<file path="config.mk">
export PLATFORM = sky130hd
export DESIGN_NAME = oswfs_fault_logic
export DESIGN_NICKNAME = d
export VERILOG_FILES = /design/src/rtl/oswfs_delay_timer.v /design/src/rtl/oswfs_channel.v /design/src/rtl/oswfs_fault_logic.v
export VERILOG_INCLUDE_DIRS = /design/src /design/src/shared
export SDC_FILE = /design/constraint.sdc
export NUM_CORES = 1
export LEC_CHECK = 0
export CAP_MARGIN = 5
export CELL_PAD_IN_SITES_DETAIL_PLACEMENT = 0
export CELL_PAD_IN_SITES_GLOBAL_PLACEMENT = 1
export CORE_MARGIN = 3
export CORE_UTILIZATION = 51
export CTS_BUF_LIST = sky130_fd_sc_hd__clkbuf_4
export DETAILED_ROUTE_END_ITERATION = 10
export DONT_BUFFER_PORTS = 1
export PLACE_DENSITY_LB_ADDON = 0.25
export SETUP_SLACK_MARGIN = 0.02
export SYNTH_ARGS = -nofsm -noshare
export SYNTH_HDL_FRONTEND = slang
export SYNTH_SLANG_ARGS = --single-unit
</file>
<file path="constraint.sdc">
create_clock -name clk_sys -period 2.5 [get_ports clk_sys]
set_clock_uncertainty 0.05 [all_clocks]
set_input_delay 0.75 -clock clk_sys [delete_from_list [all_inputs] [get_ports clk_sys]]
set_output_delay 0.75 -clock clk_sys [all_outputs]
set_load 0.01 [all_outputs]
</file>
<file path="src/shared/oswfs_regs.vh">
// constants for the octal switch fault and status logic
`ifndef OSWFS_REGS_VH
`define OSWFS_REGS_VH
`define OSWFS_WIDTH 8
`define OSWFS_ALL_OFF 8'hFF
`define OSWFS_CLK_MHZ 50
`define OSWFS_OPEN_DELAY_US 50
`define OSWFS_SHORT_DELAY_US 70
`define OSWFS_CNT_W 14
`endif

</file>
<file path="src/rtl/oswfs_delay_timer.v">
// restartable fault delay timer, started on each chip-select rise
`timescale 1ns/1ps
module oswfs_delay_timer #(
  parameter CNT_W = 14,
  parameter [CNT_W-1:0] CYCLES = 2500
)
(
  input wire clk_sys,
  input wire reset_n,
  input wire start,
  output reg expired
);
  reg [CNT_W-1:0] count;
  always @(posedge clk_sys or negedge reset_n)
  begin
    if (!reset_n)
    begin
      count <= {CNT_W{1'b0}};
      expired <= 1'b0;
    end
    else if (start)
    begin
      // restart on every rise, even mid-count
      count <= CYCLES;
      expired <= 1'b0;
    end
    else if (count != {CNT_W{1'b0}})
    begin
      count <= count - {{(CNT_W-1){1'b0}}, 1'b1};
      expired <= (count == {{(CNT_W-1){1'b0}}, 1'b1});
    end
  end
endmodule

</file>
<file path="src/rtl/oswfs_channel.v">
// per-output switch state and fault handling for one channel
`timescale 1ns/1ps
module oswfs_channel
(
  input wire clk_sys,
  input wire reset_n,
  input wire loadCmd,
  input wire cmdOff,
  input wire overTemp,
  input wire overVoltage,
  input wire drainThreshold,
  input wire shortProtectDisable,
  input wire openWindow,
  input wire shortWindow,
  output wire switchOn,
  output wire statusBit
);
  reg commandedOn;
  reg latchedOff;
  wire shortSeen;
  wire openSeen;
  // drain above threshold while on means short; below while off means open
  assign shortSeen = commandedOn & drainThreshold;
  assign openSeen = ~commandedOn & ~drainThreshold & openWindow;
  always @(posedge clk_sys or negedge reset_n)
  begin
    if (!reset_n)
    begin
      commandedOn <= 1'b0;
      latchedOff <= 1'b0;
    end
    else if (overVoltage)
    begin
      commandedOn <= 1'b0;
      latchedOff <= 1'b0;
    end
    else if (loadCmd)
    begin
      commandedOn <= ~cmdOff;
      // heat in the same cycle as the command still latches: set wins
      latchedOff <= overTemp & ~cmdOff;
    end
    else if (overTemp & commandedOn)
      latchedOff <= 1'b1;
    else if (shortSeen & ~shortProtectDisable & shortWindow)
      latchedOff <= 1'b1;
  end
  // thermal cutoff acts combinationally, independent of the serial logic
  assign switchOn = commandedOn & ~latchedOff & ~overTemp & ~overVoltage;
  // off or shorted reads one; open load reads zero, as does on and clean
  assign statusBit = ~switchOn | shortSeen | openSeen ? ~openSeen : 1'b0;
endmodule

</file>
<file path="src/rtl/oswfs_fault_logic.v">
// octal switch fault and status logic, top level
// Contract
// - status returned reflects previous command word
// - command zero means on, one off
// - per-output faults, global over-voltage
// - thermal shutdown affects only that output
// - thermal-off output reports off status
// - recovery needs a new on command
// - over-voltage turns all off until reprogrammed
// - status after over-voltage is all ones
// - open load only checked when off
// - one comparator: open when off, short when on
// - chip-select rise starts open-load delay timer
// - open load is not latched
// - thermal limit latches only that output
// - over-current trips short fault flag
// - protect-disable selects shutdown or current limit
// - chip-select fall loads status, enables output
// - chip-select rise applies command to switches
// - status one when off, zero when on
// - reset clears shifter, switches off
`timescale 1ns/1ps
`include "oswfs_regs.vh"
module oswfs_fault_logic #(
  parameter WIDTH = `OSWFS_WIDTH,
  parameter OPEN_DELAY_US = `OSWFS_OPEN_DELAY_US,
  parameter SHORT_DELAY_US = `OSWFS_SHORT_DELAY_US
)
(
  input wire clk_sys,
  input wire reset_n,
  input wire chipSelect_n,
  input wire shiftStrobe,
  input wire serialIn,
  input wire [WIDTH-1:0] overTemp,
  input wire loadSupplyOverVoltage,
  input wire [WIDTH-1:0] drainThreshold,
  input wire shortProtectDisable,
  output wire [WIDTH-1:0] switchOn,
  output reg serialOut,
  output reg serialOutEnable,
  output reg [WIDTH-1:0] commandWord
);
  // products kept wide, then cut to the counter width on purpose
  localparam [31:0] OPEN_PRODUCT = OPEN_DELAY_US * `OSWFS_CLK_MHZ;
  localparam [31:0] SHORT_PRODUCT = SHORT_DELAY_US * `OSWFS_CLK_MHZ;
  localparam [`OSWFS_CNT_W-1:0] OPEN_CYCLES = OPEN_PRODUCT[`OSWFS_CNT_W-1:0];
  localparam [`OSWFS_CNT_W-1:0] SHORT_CYCLES = SHORT_PRODUCT[`OSWFS_CNT_W-1:0];
  reg csPrev;
  reg ovSticky;
  reg [WIDTH-1:0] shifter;
  wire csFall;
  wire csRise;
  wire openWindow;
  wire shortWindow;
  wire [WIDTH-1:0] statusBits;
  assign csFall = csPrev & ~chipSelect_n;
  assign csRise = ~csPrev & chipSelect_n;
  oswfs_delay_timer #(.CNT_W(`OSWFS_CNT_W), .CYCLES(OPEN_CYCLES)) openTimer
  (
    .clk_sys(clk_sys),
    .reset_n(reset_n),
    .start(csRise),
    .expired(openWindow)
  );
  oswfs_delay_timer #(.CNT_W(`OSWFS_CNT_W), .CYCLES(SHORT_CYCLES)) shortTimer
  (
    .clk_sys(clk_sys),
    .reset_n(reset_n),
    .start(csRise),
    .expired(shortWindow)
  );
  genvar i;
  generate
    for (i = 0; i < WIDTH; i = i + 1)
    begin : gChan
      oswfs_channel chan
      (
        .clk_sys(clk_sys),
        .reset_n(reset_n),
        .loadCmd(csRise & ~loadSupplyOverVoltage),
        .cmdOff(shifter[i]),
        .overTemp(overTemp[i]),
        .overVoltage(loadSupplyOverVoltage),
        .drainThreshold(drainThreshold[i]),
        .shortProtectDisable(shortProtectDisable),
        .openWindow(openWindow),
        .shortWindow(shortWindow),
        .switchOn(switchOn[i]),
        .statusBit(statusBits[i])
      );
    end
  endgenerate
  always @(posedge clk_sys or negedge reset_n)
  begin
    if (!reset_n)
    begin
      csPrev <= 1'b1;
      ovSticky <= 1'b0;
      shifter <= {WIDTH{1'b0}};
      serialOut <= 1'b0;
      serialOutEnable <= 1'b0;
      commandWord <= `OSWFS_ALL_OFF;
    end
    else
    begin
      csPrev <= chipSelect_n;
      // sticky until the next frame reports it, set wins over clear
      if (loadSupplyOverVoltage)
        ovSticky <= 1'b1;
      else if (csFall)
        ovSticky <= 1'b0;
      if (csFall)
      begin
        // status snapshot: result of the previous command
        shifter <= (ovSticky | loadSupplyOverVoltage) ? `OSWFS_ALL_OFF : statusBits;
        serialOut <= (ovSticky | loadSupplyOverVoltage) ? 1'b1 : statusBits[WIDTH-1];
        serialOutEnable <= 1'b1;
      end
      else if (!chipSelect_n && shiftStrobe)
      begin
        // msb first both ways
        shifter <= {shifter[WIDTH-2:0], serialIn};
        serialOut <= shifter[WIDTH-2];
      end
      else if (csRise)
      begin
        serialOutEnable <= 1'b0;
        if (!loadSupplyOverVoltage)
          commandWord <= shifter;
      end
    end
  end
endmodule

</file>
==> out/results.ini, run 1 <==
[outcome]
outcome=completed

[route]
drc=0
dr.pass1.iters=4
wl_mm=7.31
route.met3.wl_um=429
vias=2541
highest_layer=met4
viasPerCell=5.99
wl_per_cell_um=17.2
ant_nets=0
met1_length_mm=3.23
first_iter_violations=97
wl_met2_mm=3.58

[sta]
fmax_ghz=0.454
slew_headroom_pct=58.6
rsz0062_at_grt=false
finalHoldViolations=0
fin_hold_ws_ns=0.107
tightest_slew_ns=0.616
setup_tns_ns=0
setup_violations=0
slew_violations=0
fin_crit_sh_pct=88.1
post-route-min-period_ns=2.20

[clocking]
tritoncts=yes
ctsResizeCount=0
cts_buffer_depth=2
cts_sinks=65
clk_pin_slew_ns=0.13
clock_latency_ns=0.41
ctsRootBufferMaster=clkbuf_4
cts_max_level=3
numCtsBuffers=9
post_cts_buffers=0

[critical_path]
reg2regPathDepth=6
endpoint_kind=output port
crit_path_max_fanout=3
worstSetupPathType=flip-flop to output port
cp.required_ns=1.70
critPathArrivalTime_ns=1.40
start_kind=flip-flop

[final_layout]
stdcell_count=424
drive_gt1_share_pct=21.3
final_cell_mix=dfrtp_1 (56), a21oi_1 (28), nor2_1 (24)
nets=371
num_antenna_cells=0
final_common_cell=dfrtp_1
syn2layout_area_growth_pct=7.59

[grt]
overflow=0
grt_antenna_before_repair=0
track_usage_pct=20.4
first_global_vias=2447
grt_start_max_net_pins=57
grt_pass1_wl_mm=12.0

[synth]
synth_area_um2=3400
synth_warnings=0
synth_seq_cells=65
synth_top_family_by_area=simple AND/OR/NAND/NOR gates
synthDistinctLibCells=48
yosysSeqAreaShare_pct=48.2
synthCells=338
synthXorXnorAreaFrac_pct=0.773
synth_compound_area_share_pct=14.5
synth_simple_gate_area_share_pct=20.3
synthMuxAreaShare_pct=8.40
syn_nets=367
syn_area_per_cell_um2=10.1
synthAdderAreaFrac_pct=2.21

[pwr]
peakVddDrop_v=0.000355
p_total_uw=2380
cellLeakagePower_uw=0.00139
p_per_area_nw_per_um2=651

[place]
place_congestion=0.779
place_hpwl_mm=4.95
numPortBuffers=0
dp_cells=407

[floorplanning]
io_pins=41
die_area_um2=7680
die_height_um=87.6
start_util_pct=53.2
die_width_um=87.6
coreArea_um2=6390
core.rowCount=29

[flow_run]
drv_cap=0

[min_path]
hold_class=input pin to async pin

==> synthesized netlist by cell type, drive strengths merged <==
cell type / count / area (um^2)
o21ai: 14 / 70.1
and3: 3 / 18.8
nor2b: 9 / 56.3
or2: 2 / 12.5
o32a: 7 / 70.1
a21o: 2 / 15.0
nand2: 16 / 60.1
ha: 6 / 75.1
o21bai: 1 / 7.51
o41a: 1 / 11.3
or4: 7 / 58.8
nand3: 5 / 25.0
nand4: 2 / 12.5
nand2b: 12 / 75.1
nor3: 8 / 45.0
xnor2: 3 / 26.3
a21oi: 28 / 140
a311o: 1 / 10.0
mux2: 20 / 225
inv: 18 / 67.6
nor2: 24 / 90.1
dfstp: 9 / 236
a2111oi: 1 / 15.0
nor4: 16 / 115
nor4b: 2 / 23.8
mux2i: 6 / 60.1
a31oi: 9 / 56.3
or4b: 1 / 10.0
buf: 12 / 76.3
a31o: 1 / 8.76
or3: 6 / 40.0
dfrtp: 56 / 1400
and2: 1 / 6.26
o31ai: 7 / 52.6
and4: 1 / 8.76
a211oi: 5 / 37.5
nor3b: 3 / 22.5
nand4b: 1 / 8.76
clkbuf: 12 / 45.0
==> worst paths after layout <==
| check | startpoint | endpoint | slack, ns |
|---|---|---|---|
| min | reset_n | commandWord[0] | 0.11 |
| max reg2reg | openTimer.count[0] | openTimer.count[5] | 0.39 |
| max | gChan[7].chan.commandedOn | switchOn[7] | 0.30 |
| min reg2reg | ovSticky | ovSticky | 0.46 |
| min in group clk_sys | chipSelect_n | csPrev | 0.26 |
| max in group asynchronous | reset_n | shortTimer.count[0] | 2.01 |
==> critical path, cell delays in order (launching register included) <==
cell	delay (ns)
dfrtp_1	0.40
inv_1	0.06
nor4_1	0.34
buf_4	0.19
==> power by group <==
group	internal [uW]	switching, uW	leakage, uW
Combinational	200	199	0.000555
Clock	219	401	0.0000703
Sequential	1190	171	0.000767
Total	1610	772	0.00139
==> area by class of cell <==
type,count,area (um^2)
Clock buffer,10,75.1
Timing Repair Buffer,17,160
Multi-Input combinational cell,231,1570
Inverter,18,67.6
Tap cell,77,96.3
Clock inverter,6,45.0
Fill cell,548,2730
Sequential cell,65,1640
==> per-stage QoR <==
step | setup slack, ns | area, um^2 | utilization, %
after floorplan | 0.186 | 3400 | -
after CTS | 0.280 | 3650 | 57.2
final | 0.298 | 3650 | 57.2
after global routing | 0.110 | 3650 | 57.2
after detailed placement | 0.416 | 3510 | 54.9
after global placement | 0.420 | 3510 | 54.9
==> what timing repair did <==
item | in CTS | in global routing
hold buffers | 1 | 0
setup endpoints to repair | 0 | 0
hold endpoints to repair | 56 | 0
==> sequential cells by signal, summed over array words and instances (netlist names), 7 cells and up <==
name / count
openTimer.count: 14
shortTimer.count: 14
commandWord: 8
gChan.chan.commandedOn: 8
gChan.chan.latchedOff: 8
shifter: 7
==> routing by layer <==
metal	global-route usage, %	vias up
met1	26.2	1248
met5	0	-
met2	32.9	51
met4	5.72	0
met3	6.87	6
li1	-	1236
==> cell families after synthesis <==
logic type / after synthesis
muxes: 26
and+or+nand+nor: 119
xor gates and xnor gates: 3
adders and majority gates: 6
buffers and inverters: 42
DFF: 65
AOI/OAI and AO/OA: 77
Note: power is estimated with default switching activity, not from simulation.
==> run 2, diff against run 1 <==
--- a/config.mk
+++ b/config.mk
@@ -10,11 +10,12 @@
 export CELL_PAD_IN_SITES_DETAIL_PLACEMENT = 0
 export CELL_PAD_IN_SITES_GLOBAL_PLACEMENT = 1
 export CORE_MARGIN = 3
-export CORE_UTILIZATION = 51
+export CORE_UTILIZATION = 55
 export CTS_BUF_LIST = sky130_fd_sc_hd__clkbuf_4
 export DETAILED_ROUTE_END_ITERATION = 10
 export DONT_BUFFER_PORTS = 1
 export PLACE_DENSITY_LB_ADDON = 0.25
+export RECOVER_POWER = 100
 export SETUP_SLACK_MARGIN = 0.02
 export SYNTH_ARGS = -nofsm -noshare
 export SYNTH_HDL_FRONTEND = slang
==> constraint.sdc (replaced) <==
create_clock -name clk_sys -period 2.7 [get_ports clk_sys]
set_clock_uncertainty 0.05 [all_clocks]
set_input_delay 0.81 -clock clk_sys [delete_from_list [all_inputs] [get_ports clk_sys]]
set_output_delay 0.81 -clock clk_sys [all_outputs]
set_load 0.01 [all_outputs]
==> run 2 against run 1 <==
Count of clock-buffer cells in the layout decreased by 1. Utilization increased by 5.4 points. Setup slack improved by 0.035 ns. Sequential share of layout area up 0.70 points. Critical path type is now flip-flop to flip-flop. Critical endpoint is now gChan[0].chan.latchedOff. Largest power group unchanged. Highest routed layer unchanged.
==> out/results.ini, run 2 (synthesis results as in run 1) <==
[grt]
grt_start_max_net_pins=58  ; was 57
track_usage_pct=21.8  ; was 20.4%
grt_pass1_wl_mm=12.4  ; was 12.0 mm
first_global_vias=2645  ; was 2447
overflow=0  ; unchanged
grt_antenna_before_repair=0  ; unchanged

[final_layout]
finish.utilization_pct=62.7  ; was 57.2%
num_antenna_cells=0  ; unchanged
nets=371  ; unchanged
final_cell_mix=dfrtp_1 (56), a21oi_1 (28), nor2_1 (24)  ; unchanged
top_regs=openTimer.count (14), shortTimer.count (14)  ; unchanged
drive_gt1_share_pct=13.8  ; was 21.3%
final_common_cell=dfrtp_1  ; unchanged
syn2layout_area_growth_pct=5.93  ; was 7.59%

[critical_path]
crit_path_max_fanout=53  ; was 3
slowest_delay_ns=0.64  ; was 0.40 ns
crit_chain=inv_1 -> ha_1 -> clkbuf_2 -> or2_2 -> o21ai_0  ; was inv_1 -> nor4_1 -> buf_4
start_kind=flip-flop  ; unchanged
crit_start=csPrev  ; was gChan[7].chan.commandedOn
r2r_start=csPrev  ; was openTimer.count[0]
cpMaxStageDelayCell=or2_2  ; was dfrtp_1
crit_family=simple AND/OR/NAND/NOR gates  ; was flip-flops
critPathArrivalTime_ns=2.65  ; was 1.40 ns
worst-path-buf-inv=2  ; unchanged
cp.required_ns=2.98  ; was 1.70 ns
endpoint_kind=flip-flop  ; was output port
worstSetupPathType=flip-flop to flip-flop  ; was flip-flop to output port

[place]
place_hpwl_mm=4.75  ; was 4.95 mm
place_congestion=0.789  ; was 0.779
numPortBuffers=0  ; unchanged

[route]
wl_mm=7.15  ; was 7.31 mm
vias=2587  ; was 2541
dr.pass1.iters=4  ; unchanged
drc=0  ; unchanged
ant_nets=0  ; unchanged
wl_per_cell_um=17.1  ; was 17.2 um
viasPerCell=6.17  ; was 5.99
first_iter_violations=113  ; was 97

[clocking]
clk_pin_slew_ns=0.12  ; was 0.13 ns
tritoncts=yes  ; unchanged
cts_sinks=65  ; unchanged
cts_max_level=3  ; unchanged
ctsResizeCount=0  ; unchanged
cts_buffer_depth=2  ; unchanged
ctsRootBufferMaster=clkbuf_4  ; unchanged
clock_latency_ns=0.40  ; was 0.41 ns
numCtsBuffers=9  ; unchanged

[sta]
fmax_ghz=0.423
finalHoldViolations=0  ; unchanged
post-route-min-period_ns=2.37
rsz0062_at_grt=false  ; unchanged
slew_violations=0  ; unchanged
slew_headroom_pct=21.0  ; was 58.6%
setup_violations=0  ; unchanged
fin_crit_sh_pct=87.7
setup_tns_ns=0  ; unchanged
tightest_slew_ns=1.18  ; was 0.616 ns

[floorplanning]
die_area_um2=7160  ; was 7680 um^2
start_util_pct=59.2  ; was 53.2%
coreArea_um2=5740  ; was 6390 um^2
io_pins=41  ; unchanged
die_height_um=84.6  ; was 87.6 um
die_width_um=84.6  ; was 87.6 um
core.rowCount=27  ; was 29

[pwr]
p_per_area_nw_per_um2=649  ; was 651 nW/um^2
combinationalPowerShare_pct=14.7  ; was 16.8%
cellLeakagePower_uw=0.00134  ; was 0.00139 uW
power.share.switching_pct=29.8  ; was 32.4%
peakVddDrop_v=0.000570  ; was 0.000355 V
p_int_uw=1640  ; was 1610 uW
p_sw_uw=697  ; was 772 uW
seqPwrFrac_pct=53.6  ; was 57.2%
clock_power_share_pct=31.7  ; was 26.0%

[min_path]
hold_class=input pin to async pin  ; unchanged

[flow_run]
drv_cap=0  ; unchanged

[outcome]
outcome=completed  ; unchanged

[run 2: final cells by class]
cell class	instances	area, um^2
Clock buffer	9	67.6
Inverter	18	67.6
Fill cell	512	2140
Sequential cell	65	1640
Tap cell	72	90.1
Clock inverter	7	93.8
Timing Repair Buffer	17	87.6
Multi-Input combinational cell	231	1550
[run 2: repair_timing]
action / 4_1_cts / 5_1_grt
hold buffers: 1 / 1
endpoints found under the hold margin: 9 / 47
buffers inserted: 0 / 0
[run 2: through the flow]
step	cells	total power [uW]	setup WS [ns]	hold slack (ns)	cell area, um^2
after floorplan	338	1530	0.298	0.393	3400
after global placement	401	1600	0.457	0.412	3490
after detailed placement	401	1620	0.427	0.413	3490
after CTS	418	2370	0.365	0.000166	3660
after global routing	419	2480	0.102	0.119	3600
final	419	2340	0.333	0.182	3600
[run 2: power by group through the flow]
stage               Clock (uW)  Combinational (uW)  Sequential (uW)
global route               808                 399             1280
finish                     741                 344             1250
global placement             0                 328             1270
floorplan                    0                 304             1220
detailed placement           0                 341             1280
CTS                        766                 347             1260
[run 2: final timing paths]
| check | end | cells after the start | slack [ns] |
|---|---|---|---|
| worst max-delay path | gChan[0].chan.latchedOff | 5 | 0.33 |
| worst min-delay path | commandWord[4] | 0 | 0.18 |
| worst max register to register | gChan[0].chan.latchedOff | 5 | 0.33 |
| worst min register to register | ovSticky | 1 | 0.45 |
| max in group asynchronous | serialOut | 1 | 1.29 |
| min in group clk_sys | csPrev | 0 | 0.34 |
[run 2: per-layer routing]
layer / vias up / share of wire (%) / track usage [%]
li1: 1236 / - / -
met1: 1281 / 42 / 26.9
met2: 63 / 50 / 35.7
met3: 7 / 6.4 / 8.44
met4: 0 / 1.2 / 5.90
met5: - / 0 / 0
